===== config.mk =====
export PLATFORM = sky130hd
export DESIGN_NAME = stpc_pin_ctrl
export DESIGN_NICKNAME = d
export VERILOG_FILES = /design/src/stpc_pin_ctrl.v
export VERILOG_INCLUDE_DIRS = /design/src
export SDC_FILE = /design/constraint.sdc
export NUM_CORES = 1
export LEC_CHECK = 0
export BUFFER_PORTS_ARGS = -buffer_cell sky130_fd_sc_hd__buf_4
export CAP_MARGIN = 20
export CORE_MARGIN = 2
export CORE_UTILIZATION = 55
export CTS_CLUSTER_DIAMETER = 120
export DETAILED_ROUTE_END_ITERATION = 16
export GPL_TIMING_DRIVEN = 0
export HOLD_SLACK_MARGIN = 0.08
export PLACE_DENSITY = 0.83
export SYNTH_ARGS = -nofsm -noshare
export SYNTH_HDL_FRONTEND = slang
export SYNTH_SLANG_ARGS = --single-unit

===== constraint.sdc =====
create_clock -name pclk -period 5.7 [get_ports pclk]
set_input_delay 0.285 -clock pclk [delete_from_list [all_inputs] [get_ports pclk]]
set_output_delay 0.285 -clock pclk [all_outputs]
set_load 0.02 [all_outputs]

===== src/stpc_regs.vh =====
// stepper pin-control constants: offsets, field positions, reset values, timing counts
// assumes a 100 MHz pclk and an APB master with 32-bit data
`ifndef STPC_REGS_VH
`define STPC_REGS_VH
// ----------------------------------------
// register offsets (byte addresses)
// ----------------------------------------
`define STPC_OFF_CTRL    12'h000
`define STPC_OFF_STATUS  12'h004
`define STPC_OFF_FAULT   12'h008
`define STPC_OFF_CURDAC  12'h00c
// ----------------------------------------
// ctrl fields
// ----------------------------------------
`define STPC_CTRL_BLANK_LSB  0
`define STPC_CTRL_BLANK_MSB  7
`define STPC_CTRL_RST        32'h0000_0032
// ----------------------------------------
// fault injection fields (overcurrent a, b, high side, overtemp)
// ----------------------------------------
`define STPC_FLT_OCA  0
`define STPC_FLT_OCB  1
`define STPC_FLT_OCH  2
`define STPC_FLT_OT   3
// ----------------------------------------
// counts
// ----------------------------------------
`define STPC_DAC_FULL     4'hf
`define STPC_ERR_TRIP     2'h3
`define STPC_OFF_CYCLES   6'h3f
`define STPC_OK_CYCLES    6'h3f
`endif


===== src/stpc_pin_ctrl.v =====
// stand-alone pin control of a dual full-bridge stepper driver, with an apb status port
// assumes pins arrive asynchronous to pclk; the pwm oscillator clock arrives as a pin
//
// Summary of operation
// - low serial select gives stand-alone, serial off
// - stand-alone forces both current dac codes to 1111
// - bridge a mixed decay when its pin low
// - bridge b mixed decay when its pin low
// - bridge a polarity pin selects current direction
// - bridge b polarity pin selects current direction
// - fault high on latched overcurrent error or overtemperature
// - fault output always driven in stand-alone
// - standby high turns off all bridge drive and low-side outputs
// - standby high clears every latched error
// - bridges start on opposite oscillator edges
// - three overcurrents latch error, 63 cycles off
`timescale 1ns/10ps
`include "stpc_regs.vh"
module stpc_pin_ctrl (
	input  wire        pclk,
	input  wire        presetn,
	input  wire        psel,
	input  wire        penable,
	input  wire        pwrite,
	input  wire [11:0] paddr,
	input  wire [31:0] pwdata,
	output reg  [31:0] prdata,
	output reg         pready,
	output reg         pslverr,
	input  wire        serial_port_select,
	input  wire        bridge_a_mixdecay_n,
	input  wire        bridge_b_mixdecay_n,
	input  wire        bridge_a_polarity,
	input  wire        bridge_b_polarity,
	input  wire        standby_pin,
	input  wire        osc_clk_pin,
	input  wire [1:0]  sense_trip,
	input  wire        high_side_trip,
	input  wire        overtemp,
	output reg         fault_out,
	output reg         fault_oe,
	output reg         serial_enable,
	output reg  [3:0]  bridge_a_dac,
	output reg  [3:0]  bridge_b_dac,
	output reg  [1:0]  bridge_a_drive,
	output reg  [1:0]  bridge_b_drive,
	output reg  [1:0]  bridge_mixdecay,
	output reg  [1:0]  bridge_low_side
);

	// ----------------------------------------
	// pin synchronisers
	// ----------------------------------------
	localparam NS = 11;
	reg  [NS-1:0] sync1_q;
	reg  [NS-1:0] sync2_q;
	wire [NS-1:0] pins_raw;

	assign pins_raw = {overtemp, high_side_trip, sense_trip, osc_clk_pin, standby_pin,
		bridge_b_polarity, bridge_a_polarity, bridge_b_mixdecay_n,
		bridge_a_mixdecay_n, serial_port_select};

	// two flops per pin; only the second stage is read
	always @(posedge pclk or negedge presetn) begin
		if (!presetn) begin
			sync1_q <= {NS{1'b0}};
			sync2_q <= {NS{1'b0}};
		end else begin
			sync1_q <= pins_raw;
			sync2_q <= sync1_q;
		end
	end

	wire       s_sps   = sync2_q[0];
	wire [1:0] s_mdn   = sync2_q[2:1];
	wire [1:0] s_pol   = sync2_q[4:3];
	wire       s_stby  = sync2_q[5];
	wire       s_osc   = sync2_q[6];
	wire [1:0] s_sense = sync2_q[8:7];
	wire       s_hs    = sync2_q[9];
	wire       s_ot    = sync2_q[10];
	wire       alone   = ~s_sps;

	// ----------------------------------------
	// apb registers
	// ----------------------------------------
	reg  [31:0] ctrl_q;
	reg  [3:0]  finj_q;
	reg         osc_q;
	reg  [1:0]  err_lat_q;
	wire [7:0]  blank_len = ctrl_q[`STPC_CTRL_BLANK_MSB:`STPC_CTRL_BLANK_LSB];
	wire        acc       = psel & penable;
	wire        wr        = acc & pwrite;

	// zero wait states; unmapped addresses answer with pslverr
	always @(posedge pclk or negedge presetn) begin
		if (!presetn) begin
			ctrl_q  <= `STPC_CTRL_RST;
			finj_q  <= 4'h0;
			pready  <= 1'b0;
			pslverr <= 1'b0;
			prdata  <= 32'h0000_0000;
		end else begin
			pready  <= psel & ~penable;
			pslverr <= 1'b0;
			if (psel & ~penable) begin
				case (paddr)
				`STPC_OFF_CTRL: begin
					prdata <= ctrl_q;
				end
				`STPC_OFF_STATUS: begin
					// latched errors sit above the live pin levels
					prdata <= {23'h000000,
						err_lat_q,   // [8:7] latched error b, a
						s_stby,      // [6] standby
						s_pol,       // [5:4] polarity b, a
						s_mdn,       // [3:2] decay select b, a
						alone,       // [1] stand-alone
						fault_out};  // [0] fault pin
				end
				`STPC_OFF_FAULT: begin
					prdata <= {28'h0000000, finj_q};
				end
				`STPC_OFF_CURDAC: begin
					prdata <= {24'h000000, bridge_b_dac, bridge_a_dac};
				end
				default: begin
					prdata  <= 32'h0000_0000;
					pslverr <= 1'b1;
				end
				endcase
			end
			if (wr & pready) begin
				if (paddr == `STPC_OFF_CTRL)
					ctrl_q <= pwdata;
				if (paddr == `STPC_OFF_FAULT)
					finj_q <= pwdata[3:0];
			end
		end
	end

	// ----------------------------------------
	// oscillator edges, one per bridge
	// ----------------------------------------
	wire osc_rise = s_osc & ~osc_q;
	wire osc_fall = ~s_osc & osc_q;
	wire [1:0] cyc_start = {osc_fall, osc_rise};

	// ----------------------------------------
	// per bridge chopper and overcurrent counters
	// ----------------------------------------
	reg  [1:0] on_q;
	reg  [7:0] blank_q [0:1];
	reg  [1:0] cnt_q   [0:1];
	reg  [5:0] off_q   [0:1];
	reg  [5:0] ok_q    [0:1];
	reg  [1:0] pol_q;
	wire [1:0] oc_ev;

	genvar g;
	generate
		for (g = 0; g < 2; g = g + 1) begin : br
			wire oc_raw = (s_sense[g] | finj_q[g] | s_hs | finj_q[`STPC_FLT_OCH]);
			wire live   = on_q[g] & (blank_q[g] == 8'h00);
			assign oc_ev[g] = live & oc_raw;
			wire restart = cyc_start[g] | (s_pol[g] != pol_q[g]);

			always @(posedge pclk or negedge presetn) begin
				if (!presetn) begin
					on_q[g]    <= 1'b0;
					blank_q[g] <= 8'h00;
					cnt_q[g]   <= 2'h0;
					off_q[g]   <= 6'h00;
					ok_q[g]    <= 6'h00;
					pol_q[g]   <= 1'b0;
				end else if (s_stby) begin
					on_q[g]  <= 1'b0;
					cnt_q[g] <= 2'h0;
					off_q[g] <= 6'h00;
					ok_q[g]  <= 6'h00;
					pol_q[g] <= s_pol[g];
				end else begin
					pol_q[g] <= s_pol[g];
					// count cycles off and clean cycles at each cycle start
					if (cyc_start[g]) begin
						if (off_q[g] != 6'h00)
							off_q[g] <= off_q[g] - 6'h01;
						if (ok_q[g] == `STPC_OK_CYCLES)
							cnt_q[g] <= 2'h0;
						else
							ok_q[g] <= ok_q[g] + 6'h01;
					end
					if (restart & (off_q[g] == 6'h00) & ~(s_ot | finj_q[`STPC_FLT_OT])) begin
						on_q[g]    <= 1'b1;
						blank_q[g] <= blank_len;
					end else if (oc_ev[g]) begin
						on_q[g] <= 1'b0;
						ok_q[g] <= 6'h00;
						if (cnt_q[g] == `STPC_ERR_TRIP - 2'h1) begin
							cnt_q[g] <= `STPC_ERR_TRIP;
							off_q[g] <= `STPC_OFF_CYCLES;
						end else if (cnt_q[g] != `STPC_ERR_TRIP)
							cnt_q[g] <= cnt_q[g] + 2'h1;
					end else if (on_q[g] & s_sense[g] & (blank_q[g] == 8'h00)) begin
						on_q[g] <= 1'b0;
					end else if (s_ot | finj_q[`STPC_FLT_OT]) begin
						on_q[g] <= 1'b0;
					end
					if (blank_q[g] != 8'h00)
						blank_q[g] <= blank_q[g] - 8'h01;
				end
			end
		end
	endgenerate

	// ----------------------------------------
	// error latch, fault pin and bridge outputs
	// ----------------------------------------
	wire err_any = (cnt_q[0] == `STPC_ERR_TRIP) | (cnt_q[1] == `STPC_ERR_TRIP);
	wire ot_any  = s_ot | finj_q[`STPC_FLT_OT];

	// next values of the pin-side outputs; the flops below only register them
	reg  [1:0] err_lat_d;
	reg        fault_d;
	reg  [3:0] dac_d;
	reg  [1:0] drive_a_d;
	reg  [1:0] drive_b_d;
	reg  [1:0] mixdecay_d;
	reg  [1:0] low_side_d;

	// standby clears the latch and holds it clear while the pin stays high
	always @* begin
		err_lat_d = 2'b00;
		if (!s_stby) begin
			err_lat_d[0] = (cnt_q[0] == `STPC_ERR_TRIP);
			err_lat_d[1] = (cnt_q[1] == `STPC_ERR_TRIP);
		end
	end

	// fault pin: overcurrent latch or overtemperature, forced low in standby
	always @* begin
		fault_d = 1'b0;
		if (alone & ~s_stby)
			fault_d = err_any | ot_any;
	end

	// current dacs sit at full scale whenever stand-alone is selected
	always @* begin
		if (alone)
			dac_d = `STPC_DAC_FULL;
		else
			dac_d = 4'h0;
	end

	// drive[0] pulls out_first high, drive[1] pulls out_second high;
	// polarity low sends current from the first output to the second
	always @* begin
		drive_a_d = 2'b00;
		drive_b_d = 2'b00;
		if (on_q[0])
			drive_a_d = s_pol[0] ? 2'b10 : 2'b01;
		if (on_q[1])
			drive_b_d = s_pol[1] ? 2'b10 : 2'b01;
	end

	// decay pins are active low; serial mode holds both mixed decay outputs low
	always @* begin
		mixdecay_d = 2'b00;
		if (alone)
			mixdecay_d = ~s_mdn;
	end

	// low sides carry the slow decay while a bridge is off; all off in standby
	always @* begin
		low_side_d = ~on_q;
		if (s_stby)
			low_side_d = 2'b00;
	end

	// every output leaves straight from a flop
	always @(posedge pclk or negedge presetn) begin
		if (!presetn) begin
			osc_q           <= 1'b0;
			err_lat_q       <= 2'b00;
			fault_out       <= 1'b0;
			fault_oe        <= 1'b0;
			serial_enable   <= 1'b0;
			bridge_a_dac    <= 4'h0;
			bridge_b_dac    <= 4'h0;
			bridge_a_drive  <= 2'h0;
			bridge_b_drive  <= 2'h0;
			bridge_mixdecay <= 2'h0;
			bridge_low_side <= 2'h0;
		end else begin
			osc_q           <= s_osc;
			err_lat_q       <= err_lat_d;
			fault_out       <= fault_d;
			fault_oe        <= alone;
			serial_enable   <= ~alone;
			bridge_a_dac    <= dac_d;
			bridge_b_dac    <= dac_d;
			bridge_a_drive  <= drive_a_d;
			bridge_b_drive  <= drive_b_d;
			bridge_mixdecay <= mixdecay_d;
			bridge_low_side <= low_side_d;
		end
	end

endmodule


* After elaboration in Yosys (flattened, before gate mapping)
Index checks and enable logic that the tools add are counted.
Storage, ports and cells: output and inout bits 53, bits of input ports 60, word-level logic and storage cells 167, flip-flop bits (word level) 158
Operators by class: mux-type cells 61, bitwise operators 38, reduce and logical (&&, ||, !) cells 18, add/subtract/negate cells 8, equality and inequality tests 13
Operators by type and width (number):
- $mux W6 | 22
- $pmux W32 S4 | 1
- $mux W2 | 21
- $mux W8 | 4
- $eq A12 B4 Y1 const B | 2
- $and A1 B1 Y1 | 19
- $logic_not A8 Y1 | 2
- $reduce_bool A8 Y1 | 2
- $sub A8 B1 Y8 const B | 2
- $add A6 B1 Y6 const B | 2
- $eq A12 B3 Y1 const B | 1
- $eq A6 B6 Y1 const B | 2
- $logic_not A12 Y1 | 1
- $logic_not A6 Y1 | 2
- $mux W1 | 12
- $reduce_bool A6 Y1 | 2
- $sub A6 B1 Y6 const B | 2
- $or A1 B1 Y1 | 11
- $reduce_bool A5 Y1 | 2
- $eq A2 B2 Y1 const B | 4
- $reduce_and A2 Y1 | 4
- $not A1 Y1 | 6
- $add A2 B1 Y2 const B | 2
- $mux W4 | 1
- 5 further kinds | 9

* Logic depth before layout (Yosys ltp)
Gate-level depths: netlist of the first run.
word-level depth 8, gate-level depth with buffers 9, depth with buffers taken out 7

* Worst setup path before layout of the first run
No wires, ideal clock.
path type reg-to-reg, from reg blank_q[0] (netlist name), to reg blank_q[1] (netlist name), buffers on the path 2, setup time 0.125 ns, data arrival time 1.847 ns, data required time 5.575 ns, stages on the path, launching flop included 10, clock period less this slack 1.972 ns, path slack 3.728 ns, cells stage by stage dfrtp_1 > inv_1 > ha_1 > nor3b_1 > and2_1 > buf_6 > o21ai_4 > and2_4 > buf_6 > mux2_4
On the way: word-level cells in the longest chain between the ends 3, elaborated cells on any way between the ends 5, classes of those cells 1 x add/sub; 1 x mux; 3 x reduce/logical
Ends and longest elaborated chain:
- from (decl) | RTL line stpc_pin_ctrl.v:153 | reg [7:0] blank_q [0:1];
- from (signal, indexed assignment) | RTL line stpc_pin_ctrl.v:195 | blank_q[g] <= blank_len;
- from (signal, indexed assignment) | RTL line stpc_pin_ctrl.v:210 | blank_q[g] <= blank_q[g] - 8'h01;
- parallel branches: the longest is 3 deep, another holds $sub A8 B1 Y8
Several ways; the timed one is not identified. A chain may end at the register's enable or synchronous reset.

* Worst setup path after layout of the first run
Ends and elaborated chain as after synthesis.

==> results of run 1 <==
-- where the power goes --
| group | leakage [nW] | internal (W) | switching [W] |
|---|---|---|---|
| Combinational | 1.97 | 0.000244 | 0.000299 |
| Clock | 0.288 | 0.000707 | 0.000478 |
| Sequential | 2.03 | 0.00118 | 0.0000970 |
| Total | 4.30 | 0.00213 | 0.000874 |
-- per-layer routing --
metal / GRT usage, % / part of all wire (%)
met5: 0 / 0
met4: 12.77 / 3.4
met3: 8.962 / 6.9
met2: 49.25 / 52
met1: 32.78 / 37
-- layout by cell type (no fill, tap or decap), types with 4 or more instances in the layout --
cell type / instances
sky130_fd_sc_hd__a22o_1: 24
sky130_fd_sc_hd__nor3b_1: 4
sky130_fd_sc_hd__and2_1: 7
sky130_fd_sc_hd__nand3_1: 21
sky130_fd_sc_hd__buf_4: 119
sky130_fd_sc_hd__buf_2: 10
sky130_fd_sc_hd__dlygate4sd3_1: 41
sky130_fd_sc_hd__a21oi_1: 35
sky130_fd_sc_hd__clkbuf_1: 13
sky130_fd_sc_hd__buf_6: 4
sky130_fd_sc_hd__nor4_1: 5
sky130_fd_sc_hd__xnor2_1: 5
sky130_fd_sc_hd__nor2_1: 48
sky130_fd_sc_hd__a31oi_1: 5
sky130_fd_sc_hd__a21oi_2: 6
sky130_fd_sc_hd__mux2_1: 33
sky130_fd_sc_hd__nand2_1: 35
sky130_fd_sc_hd__mux2_2: 6
sky130_fd_sc_hd__inv_1: 20
sky130_fd_sc_hd__mux2i_1: 13
sky130_fd_sc_hd__nor3_1: 20
sky130_fd_sc_hd__ha_1: 14
sky130_fd_sc_hd__nand4_1: 11
sky130_fd_sc_hd__clkbuf_16: 17
sky130_fd_sc_hd__nor2b_1: 8
sky130_fd_sc_hd__dfrtp_1: 151
sky130_fd_sc_hd__o21ai_0: 13
sky130_fd_sc_hd__nand2b_1: 6
sky130_fd_sc_hd__mux4_2: 4
sky130_fd_sc_hd__xor2_1: 4
sky130_fd_sc_hd__inv_6: 5
sky130_fd_sc_hd__o31ai_1: 4
-- registers in the layout, indices dropped and copies added, names as in the netlist --
| register | count |
|---|---|
| cnt_q | 4 |
| pready | 1 |
| serial_enable | 1 |
| fault_out | 1 |
| pslverr | 1 |
| err_lat_q | 2 |
| osc_q | 1 |
| prdata | 32 |
| bridge_low_side | 2 |
| off_q | 12 |
| on_q | 2 |
| bridge_b_dac | 1 |
| bridge_a_drive | 2 |
| bridge_b_drive | 2 |
| blank_q | 16 |
| sync2_q | 11 |
| ctrl_q | 32 |
| bridge_mixdecay | 2 |
| finj_q | 4 |
| ok_q | 12 |
| sync1_q | 11 |
| pol_q | 2 |
-- cell type report --
type	instances	area, µm²
plain buffers	33	188.9
clock buffers	20	446.7
clock inverters	12	161.4
fillers	713	3157
inverters	22	82.58
multi-input cells	375	2675
flip-flops and latches	154	3857
well taps	168	210.2
repair buffers	154	1282
-- path summary, 6_finish.rpt --
kind	startpoint	endpoint	slack, ns	cells after the start
worst min register to register	sync1_q[4]	sync2_q[4]	0.35	0
min in group asynchronous	presetn	ok_q[5]	0.39	2
worst max-delay path	blank_q[0]	blank_q[1]	3.50	9
worst min-delay path	pwdata[3]	ctrl_q[3]	0.09	2
worst max register to register	blank_q[0]	blank_q[1]	3.50	9
max in group asynchronous	presetn	ctrl_q[1]	4.45	3
-- through the flow --
step | hold slack, ns | instances
after global placement | 0.3332 | 864
after floorplan | -0.01059 | 584
after CTS | 0.08071 | 938
final | 0.08642 | 938
after global routing | 0.08938 | 938
after detailed placement | 0.3001 | 865
-- cell families after synthesis --
group,after synthesis,share of synthesized area (%)
adder cells (fa/ha/maj),14,2.575
flip-flops,154,56.69
multiplexers,57,9.912
buffers and inverters,55,3.990
AO/OA/AOI/OAI,116,12.28
XOR/XNOR,9,1.158
AND/OR/NAND/NOR,179,13.39
==> run summary, run 1 <==
The flow ran to the end, and the final reports show no timing, DRC or antenna violations. In the final routed layout, each cell accounts on average for around 19 µm. The number of buffers and inverters on the critical path is 3. The die outline area came out at about 13000 µm². The worst clock skew came out at approximately 0.0070 ns. The critical-path maximum fanout is 7. In this run the remaining antenna-violating nets after routing total 0. The via count normalized by instance count came out at ~5.8. The worst path uses between 30% and 40% of the clock period. From left edge to right edge, the die measures between 100 and 150 µm. The post-layout net count came out at approximately 830. The wire length of the first global-routing pass is about 29000 µm. The required time reported for the critical path endpoint is 6.02 ns. The instance area at placement is 7886 µm². The initial antenna violation count is 0. The area growth from synthesis to layout came out at 30.88%. TritonCTS built the clock tree.

The worst setup path is of the reg2reg kind. The number of clock buffers inserted by TritonCTS came out at 17. The post-synthesis average cell area came out at between 10 and 15 µm². The number of cell rows is 40.

The yosys synthesis warning count is 0. The highest clock frequency the design can meet came out at between 400 and 500 MHz. The post-layout utilization of the core came out at about 74%. The path class of the tightest hold or removal check is in2reg. The initial core utilization came out at 56.41%. Max-cap violations in this run came to 0.

The transition time at the pin with the least slew margin is approximately 0.57 ns. Among cell families on the critical path, the largest total delay comes from simple AND/OR/NAND/NOR gates. The routed design has about 18000 µm of wire. The number of hold-repair buffers added at the cts stage is a little over 40. The repair_antennas step left the layout with diodes totalling 0. The summed area of non-filler cells in the final layout came out at 8905 µm². The top-level I/O count came out at around 110. The clock insertion delay at the later pin of the skew report is about 0.44 ns. Ranked by total cell area, the synthesized netlist is headed by sky130_fd_sc_hd__dfrtp_1 (56%), sky130_fd_sc_hd__mux2_1 (5.5%), sky130_fd_sc_hd__a22o_1 (3.1%). The first routing iteration left 514 violations. Counting instances in the post-synthesis netlist gives the leading cell types as sky130_fd_sc_hd__dfrtp_1 (151), sky130_fd_sc_hd__nor2_1 (48), sky130_fd_sc_hd__a21oi_1 (35), sky130_fd_sc_hd__nand2_1 (35), sky130_fd_sc_hd__mux2_1 (33). The maximum count of clock buffers along a single path is 2. The overall routing resource usage is 28.57%.

The share of synthesized area occupied by flip-flops and latches is a little under three fifths. Summed over all failing endpoints, the final setup total negative slack is 0 ns. Across all layers, the routed design uses ~5400 vias. For this run, the leading register cell type out of synthesis is sky130_fd_sc_hd__dfrtp_1. The count of endpoints failing setup in the final report is 0. The share of synthesized area in the top cell type comes to a little under three fifths.

Routability-driven placement finished with a final weighted congestion of 0.9090. The worst setup path is launched from a flop. The tree is rooted in a sky130_fd_sc_hd__clkbuf_16.

The vertical extent of the die is 115.2 µm. The largest single stage delay on the critical path is roughly 0.38 ns. In the final layout, the share of cells above drive strength 1 is around 25%. The number of standard cells after synthesis is ~580. STA classifies the critical path endpoint as a flop.

The count of flip-flops with a built-in enable after synthesis came out at 0. The synthesized netlist contains 64 unique library cells. The core region is about 12000 µm². The number of global-route vias before repair came out at approximately 5700. The remaining routing DRC violations is 0.

The dominant cell type by area after synthesis is sky130_fd_sc_hd__dfrtp_1. The number of optimization iterations in the first detailed-route pass is 6. The most common cell in the netlist is sky130_fd_sc_hd__dfrtp_1. The fraction of synthesis flops using an asynchronous set or reset pin came out at 100.0%. The flip-flop and latch count after synthesis came out at roughly 150. The clock-pin slew reported for the worst setup and hold paths after clock tree synthesis is around 0.06 ns. Setup repair after global routing left no endpoint under its margin.

The slowest stage of the critical path belongs to the cell sky130_fd_sc_hd__dfrtp_1. Headroom to the max-slew limit came out at 61.35%. Power spread over the standard cell area amounts to 337.3 nW/µm². The critical path goes through inv_1, ha_1, nor3b_1, and2_1, buf_6, o21ai_4, and2_4, buf_6, mux2_4. In this design, the critical path's most frequently occurring cell is sky130_fd_sc_hd__buf_6. The sum of internal, switching and leakage power is 0.003004 W.

The total standard cell area after synthesis came out at between 6000 and 7000 µm². The count of buffers added by post-CTS timing repair for setup came out at 0. The post-CTS resize count is 0. The arrival time at the worst endpoint is 2.52 ns. At the placement stage, the worst setup path has a slack of 3.528 ns. The maximum level of the CTS H-tree is 4.

The peak ir drop on the vdd network is approximately 0.00026 V. For this design the static power due to leakage is approximately 4.3 nW. After layout, the minimum clock period comes to between 2 and 2.5 ns. The number of clock sinks seen by CTS came out at about 150.

In the post-route analysis, the smallest setup slack over all paths is roughly 3.5 ns. Port buffering added 112 buffers. The net count after synthesis is ~660. The detailed placer's ending HPWL is around 11000 µm. The max-slew violation total from the final report came out at 0.

The leftover overflow at the end of global routing came out at 0. Entering global routing, the biggest net connects 95 pins. The number of failing hold endpoints at the final stage came out at 0.
No activity file was read; power rests on OpenSTA's default activity.
==> run 2: changes to the inputs <==
==> constraint.sdc (replaced) <==
create_clock -name pclk -period 2.1 [get_ports pclk]
set_input_delay 0.105 -clock pclk [delete_from_list [all_inputs] [get_ports pclk]]
set_output_delay 0.105 -clock pclk [all_outputs]
set_load 0.02 [all_outputs]
==> run summary, run 2 (synthesized netlist as in run 1, its figures left out) <==
The peak ir drop on the vdd network came out at 0.0007098 V (was 0.0002647 V). The number of global-route vias before repair is 5655 (was 5650). The commonest non-fill, non-tap cell in the layout is sky130_fd_sc_hd__dfrtp_1 (unchanged).

The final total negative setup slack came out at 0 ns (unchanged). The number of clock sinks seen by CTS is 154 (unchanged). The clock-pin slew reported for the worst setup and hold paths after clock tree synthesis came to 0.07 ns (was 0.06 ns).

The global placement routability congestion was 0.9090 (unchanged). The fraction of layout instances using a drive strength above 1 was 26.28% (was 25.45%). The number of clock buffers inserted by TritonCTS came out at 17 (unchanged). The start point of the critical path was off_q[0] (was blank_q[0]).

The type of element capturing the critical path was a flop (unchanged). The via count normalized by instance count came out at 5.812 (was 5.802). Most frequent cells in the layout: sky130_fd_sc_hd__dfrtp_1 (151), sky130_fd_sc_hd__buf_4 (121), sky130_fd_sc_hd__nor2_1 (48), sky130_fd_sc_hd__dlygate4sd3_1 (48) (was sky130_fd_sc_hd__dfrtp_1 (151), sky130_fd_sc_hd__buf_4 (119), sky130_fd_sc_hd__nor2_1 (48), sky130_fd_sc_hd__dlygate4sd3_1 (41)).

The number of optimization iterations in the first detailed-route pass is 6 (unchanged). The total power density per cell area came to 909.6 nW/µm² (was 337.3 nW/µm²). The end of the worst register-to-register path is blank_q[1] (unchanged).

The root cell of the clock tree is sky130_fd_sc_hd__clkbuf_16 (unchanged). The post-route minimum period came out at 2.023 ns (was 2.201 ns). The initial core utilization is 56.41% (unchanged). The clock insertion delay at the later pin of the skew report is 0.43 ns (was 0.44 ns).

The CTS tree was done (unchanged). The via count came out at 5510 (was 5442). The post-route worst hold slack is 0.2201 ns (was 0.08642 ns). The cell with the largest stage delay on the worst path was sky130_fd_sc_hd__dfrtp_1 (unchanged).

The final antenna diode count came to 0 (unchanged). The critical setup path kind was reg2reg (unchanged). The worst min-delay path class is in2async (was in2reg). The wire length of the first global-routing pass is 29150 µm (was 28790 µm). The max-cap violation count is 0 (unchanged). The fraction of the cycle the final worst path needs was 96.34% (was 38.62%). The number of cells in the design after placement is 865 (unchanged).

The critical-path maximum fanout came out at 7 (unchanged). The top-level I/O count is 113 (unchanged). The horizontal extent of the die is 115.2 µm (unchanged). The highest clock frequency the design can meet is 494.3 MHz (was 454.3 MHz). The remaining routing DRC violations came out at 0 (unchanged).

The dominant delay contributor by cell family on the critical path is compound AO/OA/AOI/OAI gates (was simple AND/OR/NAND/NOR gates). The number of cells on the worst reg-to-reg path came out at 8 (was 9). The standby leakage power is 4.352 nW (was 4.296 nW).

The detailed placer's ending HPWL came out at 10990 µm (unchanged). The launch instance of the worst register-to-register path is off_q[0] (was blank_q[0]). The area growth from synthesis to layout came out at 32.88% (was 30.88%). The instance area at placement came out at 7886 µm² (unchanged). The number of buffers and inverters on the critical path came out at 2 (was 3). The post-layout instance count excluding filler cells came out at 948 (was 938). The wire length after detailed routing is 18470 µm (was 18060 µm). The transition time at the pin with the least slew margin came out at 0.5762 ns (was 0.5750 ns).

The vertical extent of the die came out at 115.2 µm (unchanged). The number of stages on the worst setup path came to 8 (was 9). The max-slew violation total from the final report came out at 0 (unchanged). The post-layout net count was 841 (was 831). The delay of the slowest cell on the worst path came out at 0.41 ns (was 0.38 ns).

The initial DRC count is 529 (was 514). Top Registers: ctrl_q x32, prdata x32, blank_q x16 (unchanged). The initial antenna violation count came out at 0 (unchanged). The die outline area came out at 13280 µm² (unchanged). The arrival time at the worst endpoint came to 2.34 ns (was 2.52 ns). The pin count of the biggest net entering global routing was 95 (unchanged). The worst clock skew came out at 0.01019 ns (was 0.006972 ns).

The worst setup path endpoint is blank_q[1] (unchanged). The number of routed nets with antenna violations is 0 (unchanged). The maximum count of clock buffers along a single path came out at 2 (unchanged). The leftover overflow at the end of global routing is 0 (unchanged). The overall routing resource usage was 28.86% (was 28.57%).

The number of cell rows is 40 (unchanged). Chain of cells forming the critical path: inv_1, ha_1, nor2b_2, o211ai_2, o21ai_4, and2_4, buf_6, mux2_4 (was inv_1, ha_1, nor3b_1, and2_1, buf_6, o21ai_4, and2_4, buf_6, mux2_4). The required time reported for the critical path endpoint came to 2.42 ns (was 6.02 ns). The worst relative slew slack was 61.58% (was 61.35%). The placeable core region came out at 12060 µm² (unchanged). The average wire per cell in the routed design came out at 19.48 µm (was 19.26 µm). The number of buffers added on ports is 112 (unchanged). The number of failing hold endpoints at the final stage came to 0 (unchanged). The worst-case register-to-register setup slack came out at 0.08 ns (was 3.50 ns). The startpoint class of the critical path is a flop (unchanged). The maximum level of the CTS H-tree came out at 4 (unchanged). Status: finished clean (unchanged). The summed area of non-filler cells in the final layout is 9041 µm² (was 8905 µm²). The count of endpoints failing setup in the final report is 0 (unchanged).
-- run 2: how the worst min path moves through the flow --
stage | cells past startpoint | to
global route | 5 | prdata[23]
floorplan | 0 | blank_q[0]
detailed placement | 1 | ok_q[5]
global placement | 1 | sync1_q[0]
finish | 2 | ok_q[5]
CTS | 5 | prdata[24]
-- run 2: layout make-up --
cell class / count / area (µm²)
inverters: 22 / 82.58
multi-input cells: 375 / 2705
clock buffers: 20 / 446.7
fillers: 701 / 3020
flip-flops and latches: 154 / 3857
clock inverters: 12 / 161.4
repair buffers: 164 / 1388
plain buffers: 33 / 190.2
well taps: 168 / 210.2
-- run 2: timing repair --
item / in CTS / in global routing
cloned: 0 / 0
gates resized for setup: 2 / 7
hold endpoints to repair: 111 / 0
hold buffers: 48 / 0
buffers inserted: 1 / 2
setup endpoints to repair: 7 / 29
pin swaps: 1 / 1
-- run 2: layer usage --
metal  routed length, µm  up-vias  global-route usage [%]  part of all wire [%]
met5                   0        -                       0                     0
met2                9727      261                   49.29                    53
li1                    -     2449                       -                     -
met3                1208       48                   7.960                   6.5
met1                7040     2752                   34.30                    38
met4                 491        0                   12.77                   2.7
-- run 2: worst register-to-register path: cells and delay by family, from the launching register on --
kind            cells  cell delay [ns]
compound gates      2             0.44
fa+ha+maj           1             0.18
simple gates        2             0.36
flops               1             0.41
mux                 1             0.29
buf+inv             2             0.23
-- run 2: power by group --
part           switching (W)  total, W  internal [W]
Clock                0.00128   0.00320       0.00192
Sequential          0.000283   0.00349       0.00320
Combinational       0.000836   0.00154      0.000707
Total                0.00240   0.00822       0.00583
-- run 2: stage by stage --
step	util, %	total power (W)	setup slack [ns]
5_1_grt	74.96	0.008548	-0.004221
4_1_cts	74.57	0.008119	0.02688
3_3_place_gp	65.12	0.004776	-0.02043
6_report	74.96	0.008224	0.07679
2_1_floorplan	-	0.004426	0.1280
3_5_place_dp	65.38	0.004895	-0.07195
